==> src/verilog/cache_ctl_pkg.sv <==
package cache_ctl_pkg;

   // Bit positions inside the control register.
   localparam int BIT_ENABLE     = 31;
   localparam int BIT_INVALIDATE = 24;
   localparam int BIT_INSTR_DIS  = 23;
   localparam int BIT_DATA_DIS   = 22;
   localparam int BIT_INV_INSTR  = 21;
   localparam int BIT_INV_DATA   = 20;
   localparam int BIT_NC_BURST   = 10;
   localparam int BIT_CACHE_MODE = 9;
   localparam int BIT_BUF_WRITE  = 8;
   localparam int BIT_WPROT      = 5;
   localparam int BIT_USP        = 4;
   localparam int BIT_FILL_MSB   = 1;
   localparam int BIT_FILL_LSB   = 0;

   // Reset value and the set of bits that are really stored.
   localparam logic [31:0] CTL_RESET       = 32'h0000_0000;
   localparam logic [31:0] CTL_STORED_MASK = 32'h80F0_0733;

   // Tag array geometry: a whole sweep and a half sweep.
   localparam logic [7:0] ENTRIES_ALL  = 8'h80;
   localparam logic [7:0] ENTRIES_HALF = 8'h40;
   localparam logic [6:0] INDEX_ZERO   = 7'h00;
   localparam logic [6:0] INSTR_BASE   = 7'h40;

   // Request sizes sent to the bus controller.
   localparam logic [1:0] SIZE_LONG = 2'h0;
   localparam logic [1:0] SIZE_LINE = 2'h3;

   typedef enum logic [3:0] {
      SCOPE_NONE  = 4'h1,
      SCOPE_DATA  = 4'h2,
      SCOPE_INSTR = 4'h4,
      SCOPE_ALL   = 4'h8
   } inval_scope_t;

   typedef enum logic [2:0] {
      ST_IDLE  = 3'h1,
      ST_FILL  = 3'h2,
      ST_WRITE = 3'h4
   } bus_state_t;

   // Fill size from the fill field and the longword offset of the miss.
   function automatic logic [1:0] fill_size(input logic [1:0] field, input logic [1:0] offset);
      logic [1:0] size;
      size = SIZE_LINE;
      unique case (field)
         2'h0:    size = SIZE_LINE;
         2'h1:    size = (offset < 2'h2) ? SIZE_LINE : SIZE_LONG;
         2'h2:    size = (offset == 2'h0) ? SIZE_LINE : SIZE_LONG;
         2'h3:    size = SIZE_LINE;
      endcase
      return size;
   endfunction : fill_size

endpackage : cache_ctl_pkg

==> src/verilog/inval_if.sv <==
`timescale 1ns/1ps
interface inval_if;
   logic                        start;
   cache_ctl_pkg::inval_scope_t scope;
   logic                        busy;
   logic                        clr;
   logic [6:0]                  index;
   modport ctrl   (output start, output scope, input busy, input clr, input index);
   modport engine (input start, input scope, output busy, output clr, output index);
endinterface : inval_if
==> src/verilog/cache_control_default_attributes.sv <==
// Overview of operation
// data-disable bit stops data caching.
// split array into halves, else whole.
// scope selects settable only when split.
// non-split ignores selects, clears everything.
// split scope selects pick halves cleared.
// burst non-cacheable instruction fetches when enabled.
// non-cacheable data never written to array.
// defaults apply outside both regions.
// cache mode bit makes defaults non-cacheable.
// unbuffered write acknowledged after external cycle.
// buffered write acknowledged at once.
// write faults reported imprecisely.
// write protect bit allows reads only.
// protected write refused with access error.
// bit enables separate user stack pointer.
// fill field and offset set request size.
// software keeps reserved bits cleared.
`timescale 1ns/1ps
module cache_control_default_attributes (
   input  wire logic        clk_in,
   input  wire logic        rst_b_in,
   input  wire logic        ctl_wr_in,
   input  wire logic [31:0] ctl_wdata_in,
   output logic      [31:0] ctl_rdata_out,
   output logic             instr_cache_on_out,
   output logic             data_cache_on_out,
   output logic             split_config_out,
   output logic             user_stack_ptr_enable_out,
   output logic             inval_clear_out,
   output logic      [6:0]  inval_index_out,
   output logic             inval_busy_out,
   input  wire logic        region_hit_in,
   input  wire logic        region_noncache_in,
   input  wire logic        region_buffered_in,
   input  wire logic        region_wprot_in,
   input  wire logic        lb_req_in,
   input  wire logic        lb_write_in,
   input  wire logic        lb_instr_in,
   input  wire logic [31:0] lb_addr_in,
   input  wire logic        lb_hit_in,
   output logic             lb_ready_out,
   output logic             lb_ack_out,
   output logic             lb_err_out,
   output logic             lb_cacheable_out,
   output logic             write_fault_out,
   output logic             bc_req_out,
   output logic             bc_write_out,
   output logic             bc_buffered_out,
   output logic             bc_burst_out,
   output logic      [1:0]  bc_size_out,
   output logic      [31:0] bc_addr_out,
   input  wire logic        bc_done_in,
   input  wire logic        bc_err_in,
   output logic             array_fill_we_out
);

   logic [31:0] ctl_r;
   logic [31:0] ctl_nxt;
   logic        w_split;

   // Reserved bits are simply not stored, so a careless write cannot disturb them.
   always_comb begin
      w_split = !ctl_wdata_in[cache_ctl_pkg::BIT_INSTR_DIS] && !ctl_wdata_in[cache_ctl_pkg::BIT_DATA_DIS];
      ctl_nxt = ctl_r;
      if (ctl_wr_in) begin
         // reserved bits dropped.
         ctl_nxt = ctl_wdata_in & cache_ctl_pkg::CTL_STORED_MASK;
         // selects need split.
         if (!w_split) begin
            ctl_nxt[cache_ctl_pkg::BIT_INV_INSTR] = 1'b0;
            ctl_nxt[cache_ctl_pkg::BIT_INV_DATA]  = 1'b0;
         end
      end
   end

   always_ff @(posedge clk_in or negedge rst_b_in) begin
      if (!rst_b_in) begin
         ctl_r <= cache_ctl_pkg::CTL_RESET;
      end else begin
         ctl_r <= ctl_nxt;
      end
   end

   // Debug readback; the invalidate bit is never stored and reads zero.
   assign ctl_rdata_out = ctl_r;

   logic       cfg_en;
   logic       cfg_instr_dis;
   logic       cfg_data_dis;
   logic       cfg_nc_burst;
   logic [1:0] cfg_fill;

   // Cache configuration from enable, the two disable bits, the burst bit and the fill field.
   always_comb begin
      cfg_en        = ctl_r[cache_ctl_pkg::BIT_ENABLE];
      cfg_instr_dis = ctl_r[cache_ctl_pkg::BIT_INSTR_DIS];
      cfg_data_dis  = ctl_r[cache_ctl_pkg::BIT_DATA_DIS];
      cfg_nc_burst  = ctl_r[cache_ctl_pkg::BIT_NC_BURST];
      cfg_fill      = ctl_r[cache_ctl_pkg::BIT_FILL_MSB:cache_ctl_pkg::BIT_FILL_LSB];
   end

   // data disable configuration.
   assign data_cache_on_out         = cfg_en && !cfg_data_dis;
   assign instr_cache_on_out        = cfg_en && !cfg_instr_dis;
   // split when neither disabled.
   assign split_config_out          = cfg_en && !cfg_instr_dis && !cfg_data_dis;
   // user stack enable.
   assign user_stack_ptr_enable_out = ctl_r[cache_ctl_pkg::BIT_USP];

   inval_if inv ();

   // The sweep scope follows the value being written, so one write can set the
   // configuration and start the invalidation together.
   always_comb begin
      inv.start = ctl_wr_in && ctl_wdata_in[cache_ctl_pkg::BIT_INVALIDATE];
      inv.scope = cache_ctl_pkg::SCOPE_ALL;
      // selects ignored unless split.
      if (w_split) begin
         // scope from selects.
         unique case ({ctl_wdata_in[cache_ctl_pkg::BIT_INV_INSTR], ctl_wdata_in[cache_ctl_pkg::BIT_INV_DATA]})
            2'h0: inv.scope = cache_ctl_pkg::SCOPE_ALL;
            2'h1: inv.scope = cache_ctl_pkg::SCOPE_DATA;
            2'h2: inv.scope = cache_ctl_pkg::SCOPE_INSTR;
            2'h3: inv.scope = cache_ctl_pkg::SCOPE_NONE;
         endcase
      end
   end

   inval_engine u_inval (
      .clk_in   (clk_in),
      .rst_b_in (rst_b_in),
      .inv      (inv.engine)
   );

   assign inval_clear_out = inv.clr;
   assign inval_index_out = inv.index;
   assign inval_busy_out  = inv.busy;

   logic nc_eff;
   logic buf_eff;
   logic wp_eff;
   logic type_on;
   logic cacheable;
   logic wp_refuse;
   logic needs_bus;
   logic burst_now;
   logic lb_take;

   // Effective attributes of the presented reference.
   always_comb begin
      // defaults outside regions.
      nc_eff    = region_hit_in ? region_noncache_in : ctl_r[cache_ctl_pkg::BIT_CACHE_MODE];
      buf_eff   = region_hit_in ? region_buffered_in : ctl_r[cache_ctl_pkg::BIT_BUF_WRITE];
      // default write protect.
      wp_eff    = region_hit_in ? region_wprot_in : ctl_r[cache_ctl_pkg::BIT_WPROT];
      type_on   = lb_instr_in ? instr_cache_on_out : data_cache_on_out;
      // cache mode selects cacheability.
      cacheable = !nc_eff && type_on;
      wp_refuse = lb_write_in && wp_eff;
      needs_bus = !wp_refuse && (lb_write_in || !(cacheable && lb_hit_in));
      // burst non-cacheable instruction fetches.
      burst_now = cacheable || (lb_instr_in && cfg_nc_burst);
   end

   cache_ctl_pkg::bus_state_t state_r;
   cache_ctl_pkg::bus_state_t state_nxt;
   logic        wpend_r,     wpend_nxt;
   logic        ack_r,       ack_nxt;
   logic        err_r,       err_nxt;
   logic        fault_r,     fault_nxt;
   logic        fill_we_r,   fill_we_nxt;
   logic        cach_r,      cach_nxt;
   logic        bc_req_r,    bc_req_nxt;
   logic        bc_write_r,  bc_write_nxt;
   logic        bc_buf_r,    bc_buf_nxt;
   logic        bc_burst_r,  bc_burst_nxt;
   logic [1:0]  bc_size_r,   bc_size_nxt;
   logic [31:0] bc_addr_r,   bc_addr_nxt;

   // A posted write still in the bus controller stalls the next bus request only,
   // so read hits keep flowing while the write drains.
   assign lb_ready_out = (state_r == cache_ctl_pkg::ST_IDLE) && !inv.busy && !(wpend_r && needs_bus);
   assign lb_take      = lb_req_in && lb_ready_out;

   // Local bus sequencer.
   always_comb begin
      state_nxt    = state_r;
      wpend_nxt    = wpend_r;
      ack_nxt      = 1'b0;
      err_nxt      = 1'b0;
      fault_nxt    = 1'b0;
      fill_we_nxt  = 1'b0;
      cach_nxt     = cach_r;
      bc_req_nxt   = 1'b0;
      bc_write_nxt = bc_write_r;
      bc_buf_nxt   = bc_buf_r;
      bc_burst_nxt = bc_burst_r;
      bc_size_nxt  = bc_size_r;
      bc_addr_nxt  = bc_addr_r;
      unique case (state_r)
         cache_ctl_pkg::ST_IDLE: begin
            // posted write fault reported late.
            if (wpend_r && bc_done_in) begin
               wpend_nxt = 1'b0;
               fault_nxt = bc_err_in;
            end
            if (lb_take) begin
               cach_nxt = cacheable;
               if (wp_refuse) begin
                  // protected write refused.
                  err_nxt = 1'b1;
               end else if (!needs_bus) begin
                  ack_nxt = 1'b1;
               end else begin
                  bc_req_nxt   = 1'b1;
                  bc_write_nxt = lb_write_in;
                  bc_addr_nxt  = lb_addr_in;
                  bc_buf_nxt   = lb_write_in && buf_eff;
                  bc_burst_nxt = !lb_write_in && burst_now;
                  // size from fill field.
                  bc_size_nxt  = (!lb_write_in && burst_now) ?
                                 cache_ctl_pkg::fill_size(cfg_fill, lb_addr_in[3:2]) : cache_ctl_pkg::SIZE_LONG;
                  if (!lb_write_in) begin
                     state_nxt = cache_ctl_pkg::ST_FILL;
                  end else if (buf_eff) begin
                     // posted write acknowledged now.
                     ack_nxt   = 1'b1;
                     wpend_nxt = 1'b1;
                  end else begin
                     // hold until external done.
                     state_nxt = cache_ctl_pkg::ST_WRITE;
                  end
               end
            end
         end
         cache_ctl_pkg::ST_FILL: begin
            if (bc_done_in) begin
               ack_nxt     = !bc_err_in;
               err_nxt     = bc_err_in;
               // non-cacheable never enters array.
               fill_we_nxt = cach_r && !bc_err_in;
               state_nxt   = cache_ctl_pkg::ST_IDLE;
            end
         end
         cache_ctl_pkg::ST_WRITE: begin
            if (bc_done_in) begin
               ack_nxt   = 1'b1;
               // write fault is imprecise.
               fault_nxt = bc_err_in;
               state_nxt = cache_ctl_pkg::ST_IDLE;
            end
         end
         default: begin
            state_nxt = cache_ctl_pkg::ST_IDLE;
         end
      endcase
   end

   always_ff @(posedge clk_in or negedge rst_b_in) begin
      if (!rst_b_in) begin
         state_r    <= cache_ctl_pkg::ST_IDLE;
         wpend_r    <= 1'b0;
         ack_r      <= 1'b0;
         err_r      <= 1'b0;
         fault_r    <= 1'b0;
         fill_we_r  <= 1'b0;
         cach_r     <= 1'b0;
         bc_req_r   <= 1'b0;
         bc_write_r <= 1'b0;
         bc_buf_r   <= 1'b0;
         bc_burst_r <= 1'b0;
         bc_size_r  <= 2'h0;
         bc_addr_r  <= 32'h0000_0000;
      end else begin
         state_r    <= state_nxt;
         wpend_r    <= wpend_nxt;
         ack_r      <= ack_nxt;
         err_r      <= err_nxt;
         fault_r    <= fault_nxt;
         fill_we_r  <= fill_we_nxt;
         cach_r     <= cach_nxt;
         bc_req_r   <= bc_req_nxt;
         bc_write_r <= bc_write_nxt;
         bc_buf_r   <= bc_buf_nxt;
         bc_burst_r <= bc_burst_nxt;
         bc_size_r  <= bc_size_nxt;
         bc_addr_r  <= bc_addr_nxt;
      end
   end

   assign lb_ack_out        = ack_r;
   assign lb_err_out        = err_r;
   assign lb_cacheable_out  = cach_r;
   assign write_fault_out   = fault_r;
   assign array_fill_we_out = fill_we_r;
   assign bc_req_out        = bc_req_r;
   assign bc_write_out      = bc_write_r;
   assign bc_buffered_out   = bc_buf_r;
   assign bc_burst_out      = bc_burst_r;
   assign bc_size_out       = bc_size_r;
   assign bc_addr_out       = bc_addr_r;

   property p_scope_split;
      @(posedge clk_in) disable iff (!rst_b_in)
      (ctl_r[cache_ctl_pkg::BIT_INV_INSTR] || ctl_r[cache_ctl_pkg::BIT_INV_DATA]) |->
         !ctl_r[cache_ctl_pkg::BIT_INSTR_DIS] && !ctl_r[cache_ctl_pkg::BIT_DATA_DIS];
   endproperty
   a_scope_split: assert property (p_scope_split) else $error("Scope select stored outside split.");

   property p_data_off;
      @(posedge clk_in) disable iff (!rst_b_in)
      lb_take && !lb_instr_in && ctl_r[cache_ctl_pkg::BIT_DATA_DIS] |=> !lb_cacheable_out;
   endproperty
   a_data_off: assert property (p_data_off) else $error("Data cached while disabled.");

   property p_default_nc;
      @(posedge clk_in) disable iff (!rst_b_in)
      lb_take && !region_hit_in && ctl_r[cache_ctl_pkg::BIT_CACHE_MODE] |=> !lb_cacheable_out;
   endproperty
   a_default_nc: assert property (p_default_nc) else $error("Default non-cacheable reference cached.");

   property p_no_nc_fill;
      @(posedge clk_in) disable iff (!rst_b_in)
      array_fill_we_out |-> lb_cacheable_out && lb_ack_out;
   endproperty
   a_no_nc_fill: assert property (p_no_nc_fill) else $error("Non-cacheable data written to array.");

   property p_wprot;
      @(posedge clk_in) disable iff (!rst_b_in)
      lb_take && lb_write_in && !region_hit_in && ctl_r[cache_ctl_pkg::BIT_WPROT] |=> lb_err_out && !bc_req_out;
   endproperty
   a_wprot: assert property (p_wprot) else $error("Protected write not refused.");

   property p_posted;
      @(posedge clk_in) disable iff (!rst_b_in)
      lb_take && lb_write_in && !wp_eff && buf_eff |=> lb_ack_out && bc_req_out && bc_buffered_out;
   endproperty
   a_posted: assert property (p_posted) else $error("Posted write not acknowledged at once.");

   property p_held;
      @(posedge clk_in) disable iff (!rst_b_in)
      lb_take && lb_write_in && !wp_eff && !buf_eff |=> !lb_ack_out && state_r == cache_ctl_pkg::ST_WRITE;
   endproperty
   a_held: assert property (p_held) else $error("Unbuffered write acknowledged early.");

   // The held write is acknowledged exactly one cycle after the external cycle ends.
   property p_held_done;
      @(posedge clk_in) disable iff (!rst_b_in)
      state_r == cache_ctl_pkg::ST_WRITE |=> lb_ack_out == $past(bc_done_in);
   endproperty
   a_held_done: assert property (p_held_done) else $error("Held write acknowledge out of step.");

   property p_burst_size;
      @(posedge clk_in) disable iff (!rst_b_in)
      lb_take && !lb_write_in && lb_instr_in && nc_eff && needs_bus |=>
         bc_burst_out == $past(cfg_nc_burst) &&
         bc_size_out == ($past(cfg_nc_burst) ? cache_ctl_pkg::fill_size($past(cfg_fill), $past(lb_addr_in[3:2]))
                                             : cache_ctl_pkg::SIZE_LONG);
   endproperty
   a_burst_size: assert property (p_burst_size) else $error("Non-cacheable fetch size wrong.");

   property p_fault;
      @(posedge clk_in) disable iff (!rst_b_in)
      state_r == cache_ctl_pkg::ST_WRITE && bc_done_in && bc_err_in |=> write_fault_out && !lb_err_out;
   endproperty
   a_fault: assert property (p_fault) else $error("Write fault not reported apart.");

   c_posted: cover property (@(posedge clk_in) disable iff (!rst_b_in) lb_take && lb_write_in && buf_eff);
   c_nc_burst: cover property (@(posedge clk_in) disable iff (!rst_b_in) bc_req_out && bc_burst_out && !lb_cacheable_out);
   c_inv_data: cover property (@(posedge clk_in) disable iff (!rst_b_in)
      inv.start && inv.scope == cache_ctl_pkg::SCOPE_DATA);
   c_wprot: cover property (@(posedge clk_in) disable iff (!rst_b_in) lb_err_out);

endmodule : cache_control_default_attributes

==> src/verilog/inval_engine.sv <==
`timescale 1ns/1ps
module inval_engine (
   input  wire logic clk_in,
   input  wire logic rst_b_in,
   inval_if.engine   inv
);

   logic       busy_r;
   logic       busy_nxt;
   logic [6:0] idx_r;
   logic [6:0] idx_nxt;
   logic [7:0] left_r;
   logic [7:0] left_nxt;

   // One tag entry is cleared per cycle; a start while busy is dropped.
   always_comb begin
      busy_nxt = busy_r;
      idx_nxt  = idx_r;
      left_nxt = left_r;
      if (busy_r) begin
         idx_nxt  = idx_r + 7'h01;
         left_nxt = left_r - 8'h01;
         busy_nxt = (left_r != 8'h01);
      end else if (inv.start) begin
         unique case (inv.scope)
            // both halves.
            cache_ctl_pkg::SCOPE_ALL: begin
               busy_nxt = 1'b1;
               idx_nxt  = cache_ctl_pkg::INDEX_ZERO;
               left_nxt = cache_ctl_pkg::ENTRIES_ALL;
            end
            // data half only.
            cache_ctl_pkg::SCOPE_DATA: begin
               busy_nxt = 1'b1;
               idx_nxt  = cache_ctl_pkg::INDEX_ZERO;
               left_nxt = cache_ctl_pkg::ENTRIES_HALF;
            end
            // instruction half only.
            cache_ctl_pkg::SCOPE_INSTR: begin
               busy_nxt = 1'b1;
               idx_nxt  = cache_ctl_pkg::INSTR_BASE;
               left_nxt = cache_ctl_pkg::ENTRIES_HALF;
            end
            cache_ctl_pkg::SCOPE_NONE: begin
               busy_nxt = 1'b0;
            end
            default: begin
               busy_nxt = 1'b0;
            end
         endcase
      end
   end

   always_ff @(posedge clk_in or negedge rst_b_in) begin
      if (!rst_b_in) begin
         busy_r <= 1'b0;
         idx_r  <= 7'h00;
         left_r <= 8'h00;
      end else begin
         busy_r <= busy_nxt;
         idx_r  <= idx_nxt;
         left_r <= left_nxt;
      end
   end

   assign inv.busy  = busy_r;
   assign inv.clr   = busy_r;
   assign inv.index = idx_r;

   property p_sweep_all;
      @(posedge clk_in) disable iff (!rst_b_in)
      inv.start && !busy_r && inv.scope == cache_ctl_pkg::SCOPE_ALL |-> ##128 busy_r ##1 !busy_r;
   endproperty
   a_sweep_all: assert property (p_sweep_all) else $error("Full sweep is not 128 cycles.");

   property p_sweep_data;
      @(posedge clk_in) disable iff (!rst_b_in)
      inv.start && !busy_r && inv.scope == cache_ctl_pkg::SCOPE_DATA |=> idx_r == 7'h00 ##63 busy_r ##1 !busy_r;
   endproperty
   a_sweep_data: assert property (p_sweep_data) else $error("Data sweep is wrong.");

   property p_sweep_instr;
      @(posedge clk_in) disable iff (!rst_b_in)
      inv.start && !busy_r && inv.scope == cache_ctl_pkg::SCOPE_INSTR |=> idx_r == 7'h40 ##63 idx_r == 7'h7F;
   endproperty
   a_sweep_instr: assert property (p_sweep_instr) else $error("Instruction sweep is wrong.");

endmodule : inval_engine

==> config.mk <==
export PLATFORM = sky130hd
export DESIGN_NAME = cache_control_default_attributes
export DESIGN_NICKNAME = d
export VERILOG_FILES = /design/src/verilog/cache_ctl_pkg.sv /design/src/verilog/inval_if.sv /design/src/verilog/cache_control_default_attributes.sv /design/src/verilog/inval_engine.sv
export SDC_FILE = /design/constraint.sdc
export NUM_CORES = 1
export LEC_CHECK = 0
export BUFFER_PORTS_ARGS = -buffer_cell sky130_fd_sc_hd__buf_2
export CAP_MARGIN = 0
export CORE_MARGIN = 4
export CORE_UTILIZATION = 46
export DETAILED_ROUTE_END_ITERATION = 8
export PLACE_DENSITY = 0.89
export SETUP_SLACK_MARGIN = 0.02
export SLEW_MARGIN = 40
export SYNTH_ARGS = -nofsm -noshare
export SYNTH_HDL_FRONTEND = slang
export SYNTH_HIERARCHICAL = 1
export SYNTH_SLANG_ARGS = --single-unit
==> constraint.sdc <==
create_clock -name clk_in -period 4.25 [get_ports clk_in]
set_clock_uncertainty 0.05 [all_clocks]
set_input_delay 0.2125 -clock clk_in [delete_from_list [all_inputs] [get_ports clk_in]]
set_output_delay 0.2125 -clock clk_in [all_outputs]
set_load 0.05 [all_outputs]
==> results.toml <==
[clock_tree]
cts_tree = "yes"
post_cts_buffers = 0
post_cts_resized = 0
ctsHtreeMaxLevel = 3
numCtsBuffers = 9
ctsRootBufferMaster = "clkbuf_8"
cts.sinks = 74
clk_pin_slew_ns = 0.08
ctsHoldBuffers = 1
clkLatencyLatePin_ns = 0.34
cts_max_path_buffers = 2

[global_route]
grt_use_total = 0.1671
grt_pass1_vias = 2646
antenna_found_initial = 0
grt_pass1_wl_mm = 12.74
grt_start_max_net_pins = 75
grt-ovfl-total = 0

[timing]
rsz0062_at_grt = "no"
worst_slew_pin_slew_ns = 0.7372
fin_crit_sh = 0.6168
fmax_ghz = 0.3815
slew_viol_final = 0
finalSetupViolCount = 0
relSlewSlack = 0.5080
tns_ns = 0
fin_ws_ns = 1.629
holdWs_ns = 0.03038
hold_viol = 0
fin_crit_ns = 2.621

[synthesis]
ys_seq_elements = 74
ys_seq_area_frac = 0.5072
yosysTopAreaCell = "dfrtp_1"
yosysTopAreaCellShare = 0.5000
synth_cell_types = 54
synth_edf_count = 0
postSynthCellCount = 292
ys_warn_count = 6
synth_commonest_cells = "73 x dfrtp_1, 27 x mux2_4, 23 x buf_4"
synth.most_common_cell = "dfrtp_1"
syn_avg_cell_area_um2 = 12.51
yosys-top-cells-area = "dfrtp_1 50%, mux2_4 11%, mux2_2 6.5%"
async_reset_ff_frac = 1.000
netlist_area_mm2 = 0.003654
synthFlopType = "dfrtp_1"

[power]
fin_total_pwr_uw = 3334
power_switching_share = 0.4858
power.leakage_uw = 0.002256
p_comb_frac = 0.511
p_sw_uw = 1620
intPower_uw = 1714
seqPwrFrac = 0.347
vdd_drop_max_mv = 0.4405
pwr-share-clk = 0.141
power_density_mw_per_mm2 = 755.8

[route]
dr.first_iter.drc_count = 54
drtAntennaViolNets = 0
wl_mm = 7.775
drt_pass1_iterations = 4
routed-via-count = 2657
viasPerCell = 5.061
drc = 0
wire_per_inst_um = 14.81

[place]
gp_congestion = 0.8409
place_ws_ns = 1.655
placed_cells = 508
io_buffer_count = 126
dpl.hpwl_mm = 5.782

[layout]
multiInputGateArea_mm2 = 0.001554
nets = 500
fin_cells = 525
final-seq-area_mm2 = 0.001853
fillers = 667
areaGrowthSynthToFinish_pct = 20.75
final_layout_size_suffix_gt1_frac = 0.4610
n_antenna_cell = 0

[critical_path]
worstSetupPathType = "flop to flop"
required_ns = 4.41
crit_arrival_ns = 2.79
critPathMaxFanout = 35
critPathCaptureType = "flop"
startpoint_type = "flop"
rrSetupSlack_ns = 1.63

[min_path]
hp-class = "primary input to flop"

[floorplanning]
chipWidth_um = 97.12
die-area_mm2 = 0.009432
initial_core_util = 0.4728
rows = 32
io_pins = 166
core-area_mm2 = 0.007727
die_h_um = 97.12

[run]
cap_violations = 0

[status]
outcome = "finished, final reports clean"
[worst max-delay path, stage by stage (launching register included)]
cell       delay, ns
dfstp_2         0.57
nor3b_4         0.33
nand3b_4        0.14
nand4bb_1       0.58
inv_12          0.41
mux2_2          0.39
[routing by layer]
metal	routed length (um)	share of wire	vias to the layer above	track usage
met3	666	0.086	14	0.05671
li1	-	-	1249	-
met5	0	0	-	0
met1	3323	0.43	1278	0.2123
met4	140	0.018	0	0.07127
met2	3645	0.47	116	0.2606
[layout make-up]
cell class                      instances  area share
Inverter                               12     0.01305
Timing Repair Buffer                  127      0.1466
Clock buffer                           11     0.03205
Multi-Input combinational cell        194      0.3522
Sequential cell                        74      0.4200
Tap cell                              102     0.02893
Clock inverter                          5    0.007090
[cell families (layout without fill, tap and decap cells)]
family          after synthesis  in the layout  synth area share
compound gates               42             42           0.07569
mux                          51             51            0.1839
buf+inv                      43            155           0.08699
flops                        74             74            0.5072
simple gates                 71             71            0.1161
fa+ha+maj                     5              5           0.01712
other cells                   1             20          0.001026
xor+xnor                      5              5           0.01199
[cells in the final DEF, fill, tap and decap left out, types with 2 or more instances in the layout]
cell type and n:
buf_2 125, dfrtp_1 73, mux2_4 27, mux2_2 21, conb_1 20, nand2_1 17, o21ai_0 12, inv_1 11
nand3_1 10, clkbuf_8 10, a21oi_1 9, nor2_1 6, nor2b_1 6, ha_1 5, nand2b_1 4, nor3_1 4
and3_1 3, mux2i_1 3, nand4_1 3, o32ai_1 3, a21o_1 3, clkinv_2 3, xnor2_1 3, o2bb2ai_1 2
nor4_1 2, and2_1 2, a221oi_1 2, nor4b_1 2, xor2_1 2, a221o_1 2, or4b_1 2
[registers in the layout (all words and copies together) (netlist names)]
register and flops:
bc_write_out 1, array_fill_we_out 1, lb_ack_out 1, bc_buffered_out 1, wpend_r 1, bc_size_out 1, bc_req_out 1, lb_err_out 1
state_r 3, write_fault_out 1, bc_addr_out 32, bc_burst_out 1, u_inval/left_r 8, ctl_rdata_out 12, u_inval/inv.index 7, u_inval/inv.busy 1
lb_cacheable_out 1
[metrics by stage]
step	instance area (um2)	utilization
after floorplan	3725	-
after CTS	4412	0.5709
after global placement	4225	0.5468
after detailed placement	4229	0.5473
after global routing	4412	0.5709
final	4412	0.5709
[path summary, 6_finish.rpt]
| path | startpoint | endpoint | cells after the start |
|---|---|---|---|
| setup / recovery | state_r[0] | bc_addr_out[1] | 5 |
| hold / removal | bc_err_in | array_fill_we_out | 2 |
| setup reg to reg | state_r[0] | bc_addr_out[1] | 5 |
| hold reg to reg | u_inval/left_r[5] | u_inval/left_r[5] | 1 |
| max in group asynchronous | rst_b_in | u_inval/left_r[1] | 2 |
| min in group asynchronous | rst_b_in | bc_addr_out[25] | 2 |
[power by group through the flow]
stage	combinational, uW	clock, uW	sequential (uW)
finish	1710	471	1160
global route	1800	525	1200
CTS	1720	489	1160
detailed placement	1710	0	1170
global placement	1680	0	1150
floorplan	624	0	1890
No activity file was read; power rests on OpenSTA's default activity.
